### config.mk
export PLATFORM = sky130hd
export DESIGN_NAME = ced_top
export DESIGN_NICKNAME = d
export VERILOG_FILES = /design/src/hw/ced_pkg.sv /design/src/hw/ced_smp_if.sv /design/src/hw/ced_sampler.sv /design/src/hw/ced_top.sv
export VERILOG_INCLUDE_DIRS = /design/src /design/src/hw
export SDC_FILE = /design/constraint.sdc
export NUM_CORES = 1
export LEC_CHECK = 0
export ABC_CLOCK_PERIOD_IN_PS = 5100
export BUFFER_PORTS_ARGS = -buffer_cell sky130_fd_sc_hd__buf_2
export CORE_MARGIN = 2
export CORE_UTILIZATION = 50
export CTS_CLUSTER_SIZE = 12
export DETAILED_ROUTE_END_ITERATION = 16
export HOLD_SLACK_MARGIN = 0.12
export PLACE_DENSITY = 0.79
export SYNTH_ARGS = -nofsm -noshare
export SYNTH_HDL_FRONTEND = slang
export SYNTH_SLANG_ARGS = --single-unit
### constraint.sdc
create_clock -name pclk -period 5.1 [get_ports pclk]
set_input_delay 0 -clock pclk [delete_from_list [all_inputs] [get_ports pclk]]
set_output_delay 0 -clock pclk [all_outputs]
set_load 0.05 [all_outputs]
### src/hw/ced_consts.svh
`ifndef CED_CONSTS_SVH
`define CED_CONSTS_SVH

// ==========================================================================
// Register byte offsets
`define CED_OFF_CTRL        12'h000
`define CED_OFF_IE          12'h004
`define CED_OFF_ISTAT       12'h008
`define CED_OFF_IMASK       12'h00c
`define CED_OFF_STATE       12'h010

// ==========================================================================
// Field positions and widths
`define CED_CTRL_MODE_LSB   0
`define CED_CTRL_EN_BIT     3
`define CED_CTRL_FLAG_BIT   4
`define CED_IE_CMP_BIT      6
`define CED_IE_W            8
`define CED_IRQ_W           2
`define CED_IRQ_EVENT_BIT   0
`define CED_IRQ_REJECT_BIT  1

// ==========================================================================
// Reset values
`define CED_MODE_RST        3'h0
`define CED_IE_RST          8'h00
`define CED_IMASK_RST       2'h0

// ==========================================================================
// Timing
`define CED_CLK_MHZ         40
`define CED_SETTLE_US       10
`define CED_SETTLE_CYC      ((`CED_SETTLE_US) * (`CED_CLK_MHZ))
`define CED_CLKS_PER_MCYCLE 12
`define CED_S4_INDEX        7

`endif

### src/hw/ced_pkg.sv
package ced_pkg;

  typedef enum logic [2:0] {
    CED_MODE_LOW     = 3'h0,
    CED_MODE_RISE    = 3'h1,
    CED_MODE_DB_TOG  = 3'h2,
    CED_MODE_DB_RISE = 3'h3,
    CED_MODE_FALL    = 3'h4,
    CED_MODE_TOG     = 3'h5,
    CED_MODE_DB_FALL = 3'h6,
    CED_MODE_HIGH    = 3'h7
  } ced_mode_t;

  typedef enum logic [1:0] {
    CED_DB_IDLE  = 2'h0,
    CED_DB_WAIT1 = 2'h1,
    CED_DB_WAIT2 = 2'h2,
    CED_DB_CHECK = 2'h3
  } ced_db_state_t;

endpackage

### src/hw/ced_smp_if.sv
`timescale 1ns/100ps
`default_nettype none
interface ced_smp_if;
  logic run;
  logic strobe;
  logic cur;
  logic prev;
  modport src (input run, output strobe, output cur, output prev);
  modport snk (output run, input strobe, input cur, input prev);
endinterface
`default_nettype wire

### src/hw/ced_sampler.sv
`timescale 1ns/100ps
`default_nettype none
`include "ced_consts.svh"
module ced_sampler
  import ced_pkg::*;
#(
  parameter int CLKS_PER_MCYCLE = `CED_CLKS_PER_MCYCLE,
  parameter int S4_INDEX        = `CED_S4_INDEX
) (
  input  wire logic pclk,
  input  wire logic presetn,
  input  wire logic comparator_raw,
  ced_smp_if.src    smp
);

  localparam int CW = $clog2(CLKS_PER_MCYCLE);

  if (CLKS_PER_MCYCLE < 2 || S4_INDEX >= CLKS_PER_MCYCLE) begin : g_bad_cfg
    $error("ced_sampler: fourth state index outside the machine cycle");
  end

  logic          sync1_reg;
  logic          sync2_reg;
  logic [CW-1:0] phase_reg;
  logic          strobe_reg;
  logic          cur_reg;
  logic          prev_reg;

  // ========================================================================
  // Synchronizer: the comparator output is asynchronous to pclk.
  always_ff @(posedge pclk or negedge presetn) begin
    if (!presetn) begin
      sync1_reg <= 1'b0;
      sync2_reg <= 1'b0;
    end else begin
      sync1_reg <= comparator_raw;
      sync2_reg <= sync1_reg;
    end
  end

  // ========================================================================
  // Machine cycle phase counter, free running.
  always_ff @(posedge pclk or negedge presetn) begin
    if (!presetn) begin
      phase_reg <= '0;
    end else if (phase_reg == CW'(CLKS_PER_MCYCLE - 1)) begin
      phase_reg <= '0;
    end else begin
      phase_reg <= phase_reg + CW'(1);
    end
  end

  // ========================================================================
  // Sample at the fourth state phase; the result is held low while not running.
  always_ff @(posedge pclk or negedge presetn) begin
    if (!presetn) begin
      strobe_reg <= 1'b0;
      cur_reg    <= 1'b0;
      prev_reg   <= 1'b0;
    end else if (!smp.run) begin
      strobe_reg <= 1'b0;
      cur_reg    <= 1'b0;
      prev_reg   <= 1'b0;
    end else if (phase_reg == CW'(S4_INDEX)) begin
      strobe_reg <= 1'b1;
      cur_reg    <= sync2_reg;
      prev_reg   <= cur_reg;
    end else begin
      strobe_reg <= 1'b0;
    end
  end

  assign smp.strobe = strobe_reg;
  assign smp.cur    = cur_reg;
  assign smp.prev   = prev_reg;
endmodule
`default_nettype wire

### src/hw/ced_top.sv
`timescale 1ns/100ps
`default_nettype none
`include "ced_consts.svh"
module ced_top
  import ced_pkg::*;
#(
  parameter int ADDR_W          = 12,
  parameter int CLKS_PER_MCYCLE = `CED_CLKS_PER_MCYCLE,
  parameter int S4_INDEX        = `CED_S4_INDEX
) (
  input  wire logic              pclk,
  input  wire logic              presetn,
  input  wire logic              psel,
  input  wire logic              penable,
  input  wire logic              pwrite,
  input  wire logic [ADDR_W-1:0] paddr,
  input  wire logic [31:0]       pwdata,
  output logic      [31:0]       prdata,
  output logic                   pready,
  output logic                   pslverr,
  input  wire logic              comparator_raw,
  input  wire logic              timer1_overflow,
  input  wire logic              idle_mode,
  input  wire logic              power_down_mode,
  output logic                   irq
);

  localparam int SETTLE_CYC = `CED_SETTLE_CYC;
  localparam int SW         = $clog2(SETTLE_CYC + 1);

  if (ADDR_W < 5) begin : g_bad_addr
    $error("ced_top: address too narrow for the register map");
  end

  // ========================================================================
  // Condition decoding, shared by the plain and the debounced paths.
  function automatic logic is_debounced(input logic [2:0] m);
    return (m == CED_MODE_DB_TOG) || (m == CED_MODE_DB_RISE) || (m == CED_MODE_DB_FALL);
  endfunction

  function automatic logic event_cond(input logic [2:0] m, input logic c, input logic p);
    case (m)
      CED_MODE_LOW:     return !c;
      CED_MODE_HIGH:    return c;
      CED_MODE_RISE,
      CED_MODE_DB_RISE: return c && !p;
      CED_MODE_FALL,
      CED_MODE_DB_FALL: return !c && p;
      CED_MODE_TOG,
      CED_MODE_DB_TOG:  return c != p;
      default:          return 1'b0;
    endcase
  endfunction

  ced_smp_if smp ();

  logic [2:0]              mode_reg;
  logic                    en_reg;
  logic                    flag_reg;
  logic                    flag_next;
  logic [`CED_IE_W-1:0]    ie_reg;
  logic [`CED_IRQ_W-1:0]   istat_reg;
  logic [`CED_IRQ_W-1:0]   istat_next;
  logic [`CED_IRQ_W-1:0]   imask_reg;
  logic [SW-1:0]           settle_reg;
  ced_db_state_t           db_state_reg;
  logic                    expect_reg;
  logic [31:0]             prdata_reg;
  logic                    pready_reg;
  logic                    pslverr_reg;
  logic                    irq_reg;
  logic                    run;
  logic                    plain_hit;
  logic                    db_trig;
  logic                    db_hit;
  logic                    db_rej;
  logic                    set_evt;
  logic                    acc;
  logic                    done;
  logic                    wr_ctrl;
  logic                    rd_istat;
  logic                    mapped;
  logic [31:0]             rdata;

  ced_sampler #(
    .CLKS_PER_MCYCLE (CLKS_PER_MCYCLE),
    .S4_INDEX        (S4_INDEX)
  ) u_sampler (
    .pclk           (pclk),
    .presetn        (presetn),
    .comparator_raw (comparator_raw),
    .smp            (smp)
  );

  // ========================================================================
  // Run gate and event detection. The strobe is registered, so it can still
  // be high in the cycle in which the gate drops; run is checked again here.
  assign run       = en_reg && !idle_mode && !power_down_mode;
  assign smp.run   = run;
  assign plain_hit = smp.strobe && run && !is_debounced(mode_reg)
                   && event_cond(mode_reg, smp.cur, smp.prev);
  assign db_trig   = smp.strobe && run && is_debounced(mode_reg)
                   && event_cond(mode_reg, smp.cur, smp.prev);
  assign db_hit    = (db_state_reg == CED_DB_CHECK) && smp.strobe && run
                   && (smp.cur == expect_reg);
  assign db_rej    = (db_state_reg == CED_DB_CHECK) && smp.strobe && run
                   && (smp.cur != expect_reg);
  assign set_evt   = plain_hit || db_hit;

  // ========================================================================
  // Debounce sequencer: the timer runs freely, so two overflows guarantee at
  // least one full period before the resample.
  always_ff @(posedge pclk or negedge presetn) begin
    if (!presetn) begin
      db_state_reg <= CED_DB_IDLE;
      expect_reg   <= 1'b0;
    end else if (!run || !is_debounced(mode_reg)) begin
      db_state_reg <= CED_DB_IDLE;
    end else begin
      case (db_state_reg)
        CED_DB_IDLE: begin
          if (db_trig) begin
            db_state_reg <= CED_DB_WAIT1;
            expect_reg   <= smp.cur;
          end
        end
        CED_DB_WAIT1: begin
          if (timer1_overflow) begin
            db_state_reg <= CED_DB_WAIT2;
          end
        end
        CED_DB_WAIT2: begin
          if (timer1_overflow) begin
            db_state_reg <= CED_DB_CHECK;
          end
        end
        CED_DB_CHECK: begin
          if (smp.strobe) begin
            db_state_reg <= CED_DB_IDLE;
          end
        end
        default: begin
          db_state_reg <= CED_DB_IDLE;
        end
      endcase
    end
  end

  // ========================================================================
  // APB slave with one wait state; read data is captured at the wait-state edge, while writes and read clears act on the completing edge.
  assign acc      = psel && penable;
  assign done     = acc && pready_reg;
  assign mapped   = (paddr == ADDR_W'(`CED_OFF_CTRL)) || (paddr == ADDR_W'(`CED_OFF_IE))
                 || (paddr == ADDR_W'(`CED_OFF_ISTAT)) || (paddr == ADDR_W'(`CED_OFF_IMASK))
                 || (paddr == ADDR_W'(`CED_OFF_STATE));
  assign wr_ctrl  = done && pwrite && (paddr == ADDR_W'(`CED_OFF_CTRL));
  assign rd_istat = done && !pwrite && (paddr == ADDR_W'(`CED_OFF_ISTAT));

  always_comb begin
    rdata = 32'h0000_0000;
    case (paddr)
      ADDR_W'(`CED_OFF_CTRL): begin
        rdata[`CED_CTRL_MODE_LSB +: 3] = mode_reg;
        rdata[`CED_CTRL_EN_BIT]        = en_reg;
        rdata[`CED_CTRL_FLAG_BIT]      = flag_reg;
      end
      ADDR_W'(`CED_OFF_IE):    rdata[`CED_IE_W-1:0]  = ie_reg;
      ADDR_W'(`CED_OFF_ISTAT): rdata[`CED_IRQ_W-1:0] = istat_reg;
      ADDR_W'(`CED_OFF_IMASK): rdata[`CED_IRQ_W-1:0] = imask_reg;
      ADDR_W'(`CED_OFF_STATE): begin
        rdata[0] = smp.cur;
        rdata[1] = en_reg && (settle_reg == SW'(SETTLE_CYC));
      end
      default: rdata = 32'h0000_0000;
    endcase
  end

  always_ff @(posedge pclk or negedge presetn) begin
    if (!presetn) begin
      pready_reg  <= 1'b0;
      pslverr_reg <= 1'b0;
      prdata_reg  <= 32'h0000_0000;
    end else if (acc && !pready_reg) begin
      pready_reg  <= 1'b1;
      pslverr_reg <= !mapped;
      prdata_reg  <= pwrite ? 32'h0000_0000 : rdata;
    end else begin
      pready_reg  <= 1'b0;
      pslverr_reg <= 1'b0;
      prdata_reg  <= 32'h0000_0000;
    end
  end

  // ========================================================================
  // Configuration registers.
  always_ff @(posedge pclk or negedge presetn) begin
    if (!presetn) begin
      mode_reg  <= `CED_MODE_RST;
      en_reg    <= 1'b0;
      ie_reg    <= `CED_IE_RST;
      imask_reg <= `CED_IMASK_RST;
    end else if (done && pwrite) begin
      if (paddr == ADDR_W'(`CED_OFF_CTRL)) begin
        mode_reg <= pwdata[`CED_CTRL_MODE_LSB +: 3];
        en_reg   <= pwdata[`CED_CTRL_EN_BIT];
      end
      if (paddr == ADDR_W'(`CED_OFF_IE)) begin
        ie_reg <= pwdata[`CED_IE_W-1:0];
      end
      if (paddr == ADDR_W'(`CED_OFF_IMASK)) begin
        imask_reg <= pwdata[`CED_IRQ_W-1:0];
      end
    end
  end

  // Settling timer: gives software a readable sign that the analog output
  // has had time to settle after enabling.
  always_ff @(posedge pclk or negedge presetn) begin
    if (!presetn) begin
      settle_reg <= '0;
    end else if (!en_reg) begin
      settle_reg <= '0;
    end else if (settle_reg != SW'(SETTLE_CYC)) begin
      settle_reg <= settle_reg + SW'(1);
    end
  end

  // ========================================================================
  // Event flag: writing zero clears it, writing one leaves it; a new event in
  // the clearing cycle wins so that no event is lost.
  always_comb begin
    flag_next = flag_reg;
    if (wr_ctrl && !pwdata[`CED_CTRL_FLAG_BIT]) begin
      flag_next = 1'b0;
    end
    if (set_evt) begin
      flag_next = 1'b1;
    end
  end

  always_comb begin
    // Only the bits returned by the read are cleared, so an event that lands
    // between the data capture and the completing edge is not lost.
    istat_next = rd_istat ? (istat_reg & ~prdata_reg[`CED_IRQ_W-1:0]) : istat_reg;
    istat_next[`CED_IRQ_EVENT_BIT]  = istat_next[`CED_IRQ_EVENT_BIT] | set_evt;
    istat_next[`CED_IRQ_REJECT_BIT] = istat_next[`CED_IRQ_REJECT_BIT] | db_rej;
  end

  always_ff @(posedge pclk or negedge presetn) begin
    if (!presetn) begin
      flag_reg  <= 1'b0;
      istat_reg <= '0;
      irq_reg   <= 1'b0;
    end else begin
      flag_reg  <= flag_next;
      istat_reg <= istat_next;
      irq_reg   <= (flag_next && ie_reg[`CED_IE_CMP_BIT])
                 || |(istat_next & imask_reg);
    end
  end

  assign prdata  = prdata_reg;
  assign pready  = pready_reg;
  assign pslverr = pslverr_reg;
  assign irq     = irq_reg;
endmodule
`default_nettype wire

Word-level counts from Yosys, hierarchy flattened

Cells that the tools add are included.

RAM bits: 0
Output and inout port bits: 35
Input bits: 53
Bits in latches: 0
Register bits: 73
Logic and storage cells: 134
Memories kept: 0
Memory bits (read-only): 0

Add/sub/neg operators: 2
Shift-type cells: 0
Magnitude comparators: 0
Bitwise operators: 6
Mux-type cells: 26
Div/mod/pow operators: 0
Multiply operators: 0
Reductions and logical operators: 54
Eq/ne operators: 27

Operator list:

| kind                | count |
|---|---|
| $eq 12x4->1 const B | 2 |
| $logic_and 1x1->1   | 23 |
| $mux 9              | 2 |
| $mux 8              | 2 |
| $eq 12x3->1 const B | 1 |
| $eq 12x5->1 const B | 1 |
| $eq 3x3->1 const B  | 4 |
| $logic_not 12->1    | 1 |
| $mux 2              | 6 |
| $logic_not 1->1     | 10 |
| $mux 1              | 10 |
| $pmux 2 s5          | 1 |
| $add 9x1->9 const B | 1 |
| $eq 9x9->1 const B  | 1 |
| $logic_or 1x1->1    | 9 |
| $ne 3x3->1 const B  | 3 |
| $ne 9x9->1 const B  | 1 |
| $pmux 2 s4          | 1 |
| $reduce_or 2->1     | 4 |
| $eq 3x2->1 const B  | 2 |
| $pmux 3 s2          | 1 |
| $reduce_and 2->1    | 3 |
| $pmux 1 s5          | 1 |
| $add 4x1->4 const B | 1 |
| other kinds (19)    | 24 |

Depth between registers and ports, before layout

Word-level depth: 11
Depth in mapped cells: 7

Cells and area by module

A second synthesis with hierarchy kept.

Cell total of the unflattened synthesis: 251
Area total of the unflattened synthesis: 2642.5 sq um

By module, submodules not included:

| module      | cells an instance | sequential area each (sq um) | times used | area an instance (sq um) |
|---|---|---|---|---|
| ced_top     | 225               | 1001.0                       | 1          | 2318.5 |
| ced_sampler | 26                | 225.2                        | 1          | 324.1 |

Worst setup path before layout

No wires, ideal clock.

Path type: flip-flop to flip-flop
Start point: register u_sampler.cur_reg, in the netlist u_sampler.smp.cur
End point: register expect_reg
Path slack: 3262 ps
Data required time: 4973 ps
Setup time: 127 ps
Data arrival time: 1711 ps
Cell stages (with the launch flop): 8
Path buffers: 0
Cell sequence: dfrtp_1 > inv_1 > ha_1 > nand2b_1 > a311oi_1 > nor3_1 > nand2_1 > mux2_1

Longest elaborated chain between the ends: 5
Elaborated cells on any way between the ends: 7

Ends and longest elaborated chain:

| item                              | line                         | source |
|---|---|---|
| start: declaration                | ced_sampler.sv:26            | `logic cur_reg;` |
| start signal: assignment          | ced_sampler.sv:66            | `cur_reg <= sync2_reg;` |
| $logic_not 1->1                   | ced_top.sv:43, ced_top.sv:48 |  |
| $logic_and 1x1->1                 | ced_top.sv:48                | `CED_MODE_DB_FALL: return !c && p;` |
| $pmux 1 s5                        | ced_top.sv:42                | `case (m)` |
| $logic_and 1x1->1                 | ced_top.sv:103               | `&& event_cond(mode_reg, smp.cur, smp.prev);` |
| $reduce_and 3->1 (no source line) | -                            |  |
| end signal: assignment            | ced_top.sv:124               | `expect_reg <= smp.cur;` |
| end: declaration                  | ced_top.sv:67                | `logic expect_reg;` |

Several ways; a longest one is shown, not always the timed one.
A chain may end at the register's enable or synchronous reset.

Worst setup path after layout

Start point: register u_sampler.cur_reg, in the netlist u_sampler.smp.cur
End point: register flag_reg

Longest elaborated chain between the ends: 6
Elaborated cells on any way between the ends: 10

Ends and longest elaborated chain:

| item                   | line                         | source |
|---|---|---|
| $logic_not 1->1        | ced_top.sv:43, ced_top.sv:48 |  |
| $logic_and 1x1->1      | ced_top.sv:48                |  |
| $pmux 1 s5             | ced_top.sv:42                |  |
| $logic_and 1x1->1      | ced_top.sv:101               | `&& event_cond(mode_reg, smp.cur, smp.prev);` |
| $logic_or 1x1->1 *     | ced_top.sv:108               | `assign set_evt = plain_hit \|\| db_hit;` |
| $mux 1 *               | ced_top.sv:236               | `if (set_evt) begin` |
| named net flag_next    | ced_top.sv:60                | `logic flag_next;` |
| end signal: assignment | ced_top.sv:255               | `flag_reg <= flag_next;` |
| end: declaration       | ced_top.sv:59                | `logic flag_reg;` |

Mark *: on every way through the listed nets, which the timed path passes. The rest lies on a longest branch.

==> impl_metrics.tcl <==
set metrics [dict create \
    status "finished clean" \
    vias 1884 \
    period_minus_slack_ps 2080 \
    start_util_pct 52.4 \
    fmax_mhz 481 \
    core_mm2 0.00514 \
    end_kind "register" \
    drv_cap 0 \
    seq_area_frac_synth_pct 45.5 \
    drcViolationCount 0 \
    synthCells 251 \
    place.gp.congestion 0.848 \
    diodes 0 \
    final-seq-area_mm2 0.00123 \
    placed_area_mm2 0.00287 \
    critPathRequiredTime_ps 5310 \
    hpwl_um 3430 \
    finish.instance_area_mm2 0.00313 \
    cts-root-buf "clkbuf_8" \
    cpPeakStageDelay_ps 500 \
    clk_latency_ps 310 \
    netlist_area_mm2 0.00270 \
    num-nets-final 372 \
    grt_antenna_before_repair 0 \
    synth_top_family_by_area "simple AND/OR/NAND/NOR gates" \
    synthMuxAreaShare_pct 9.24 \
    cp_common_cell "nand2b_1" \
    synth_xor_area_share_pct 2.92 \
    report.final.slew_viol_count 0 \
    grt_use_total_pct 17.2 \
    cpLargestDelayFamily "compound AO/OA/AOI/OAI gates" \
    async_reset_ff_share_pct 100 \
    max_slew_margin_pct 30.2 \
    grt_overflow_total 0 \
    cpMaxStageDelayCell "a311oi_1" \
    largest_register_ffs 9 \
    cts_tree "yes" \
    synth_warnings 0 \
    finalHoldViolCount 0 \
    synth-simple-area-share_pct 20.6 \
    criticalPathCategory "register to register" \
    fin_crit_sh_pct 40.7 \
    fp.dieH_um 77.4 \
    synth_compound_area_share_pct 7.85 \
    areaGrowthSynthToFinish_pct 16.2 \
    critPathBufInv 1 \
    syn_area_per_cell_um2 10.7 \
    synth_commonest_cells "dfrtp_1, buf_4, inv_1, nor2_1, nand2_1" \
    cts.sinks 49 \
    synth_top_area_share_pct 45.5 \
    grt_pass1_vias 1791 \
    synth_area_leaders "dfrtp_1, buf_4, mux2_4" \
    yosysTopAreaCell "dfrtp_1" \
    ys_ff_latch 49 \
    synth-edff-count 0 \
    grt_max_degree 50 \
    startpoint "u_sampler.smp.cur" \
    setup_slack_ps 3020 \
    setup_violations 0 \
    crit_chain "inv_1, ha_1, nand2b_1, a311oi_1, o41ai_2, and2_0, nand2b_1" \
    r2r-start "u_sampler.smp.cur" \
    p_leak_uw 0.00153 \
    cp_max_fo 8 \
    drive_gt1_share_pct 22.2 \
    min_from "paddr[2]" \
    firstDrtPassIters 5 \
    cts_max_level 2 \
    grt_pass1_wl_um 8250 \
    post-place-ws_ps 3030 \
    power_density_mw_per_mm2 227 \
    avgRoutedWirePerCell_um 12.6 \
    synthAdderAreaFrac_pct 4.18 \
    fill_cells 432 \
    cts_made_buffers 5 \
    die_w_um 77.4 \
    ioPinCount 88 \
    cp-start-kind "register" \
    multi_input_area_mm2 0.00130 \
    dieArea_mm2 0.00599 \
    worst_pin_slew_ps 1050 \
    cts_buffer_depth 2 \
    fin_tns_setup_ps 0 \
    hold_path.class "primary input to register" \
    synth.distinct_cells 49 \
    synth_flop_cell "dfrtp_1" \
    finClkSkew_ps 16.6 \
    clk_pin_slew_ps 100 \
    rsz0062_at_grt "no" \
    cts_setup_buffers 0 \
    routed_wl_um 4790 \
    port_buffers 39 \
    ir_drop_mv 0.150 \
    vias_per_cell 4.94 \
    ant_nets 0 \
    yosysMostFrequentCell "dfrtp_1" \
    worst_ep_arrival_time_ps 2290 \
    drt_iter0_drc 85 \
    num_rows 26 \
]
## power by group
part / internal [uW] / switching [uW] / leakage, uW / total [uW]
combinational: 20.2 / 62.4 / 0.000812 / 82.6
clock: 100 / 138 / 0.0000487 / 238
sequential: 390 / 0.842 / 0.000664 / 391
## worst reg2reg max path, stage by stage (launching register included)
cell      delay [ps]
dfrtp_1          490
inv_1            100
ha_1             310
nand2b_1          60
a311oi_1         500
o41ai_2          180
and2_0           210
nand2b_1         140
## timing repair
item                      CTS  global route
resized for setup           0             0
hold buffers               17             0
hold endpoints to repair   77             0
## cells in the final DEF (no fill, tap or decap), drive strengths merged, types with 3 or more instances in the layout
cell         Yosys  routed
mux2            15      15
buf             25      39
nand2           14      14
a22oi            3       3
inv             16      17
nand4            3       3
clkbuf           2       5
a31oi            4       4
and2             8       8
conb             1      24
mux2i            5       5
dlygate4sd3      0      17
o21ai            3       3
nand3            8       8
nor2b            5       5
nand2b           8       8
a21oi            9       9
nor3             6       6
and3             7       7
xnor2            7       7
dfrtp           49      49
nor2            16      16
ha               9       9
## final timing paths
kind / endpoint / slack [ps] / cells past startpoint
setup / recovery: flag_reg / 3020 / 7
hold / removal: imask_reg[1] / 130 / 3
setup reg to reg: flag_reg / 3020 / 7
hold reg to reg: u_sampler.sync2_reg / 360 / 0
max in group asynchronous: settle_reg[0] / 4050 / 2
min in group asynchronous: ie_reg[3] / 410 / 2
## final cells by class
cell class | instances | share of cell area [%]
Clock buffer | 5 | 2.20
Clock inverter | 3 | 0.839
Inverter | 16 | 1.92
Multi-Input combinational cell | 182 | 41.4
Sequential cell | 49 | 39.2
Tap cell | 70 | 2.80
Timing Repair Buffer | 56 | 11.7
## per-stage QoR
stage                     utilization, %  total power, uW  hold slack (ps)  instances
after floorplan                        -              461             -296        274
after global placement              55.7              471              108        356
after detailed placement            55.7              471              113        356
after CTS                           60.9              719              122        381
after global routing                60.9              740              144        381
final                               60.9              711              130        381
## metal layers
metal | routed length, um | track usage (%) | vias up
met5 | 0 | 0 | -
li1 | - | - | 937
met1 | 2200 | 23.7 | 887
met4 | 74 | 6.96 | 0
met3 | 205 | 3.49 | 7
met2 | 2310 | 26.7 | 53
## cells by family (layout without fill, tap and decap cells)
logic type | after synthesis | in the layout
XOR/XNOR | 9 | 9
buffers and inverters | 43 | 80
AO/OA/AOI/OAI | 31 | 31
AND/OR/NAND/NOR | 89 | 89
flip-flops | 49 | 49
adder cells (fa/ha/maj) | 9 | 9
multiplexers | 20 | 20
other | 1 | 24
Note: power is estimated with default switching activity, not from simulation.
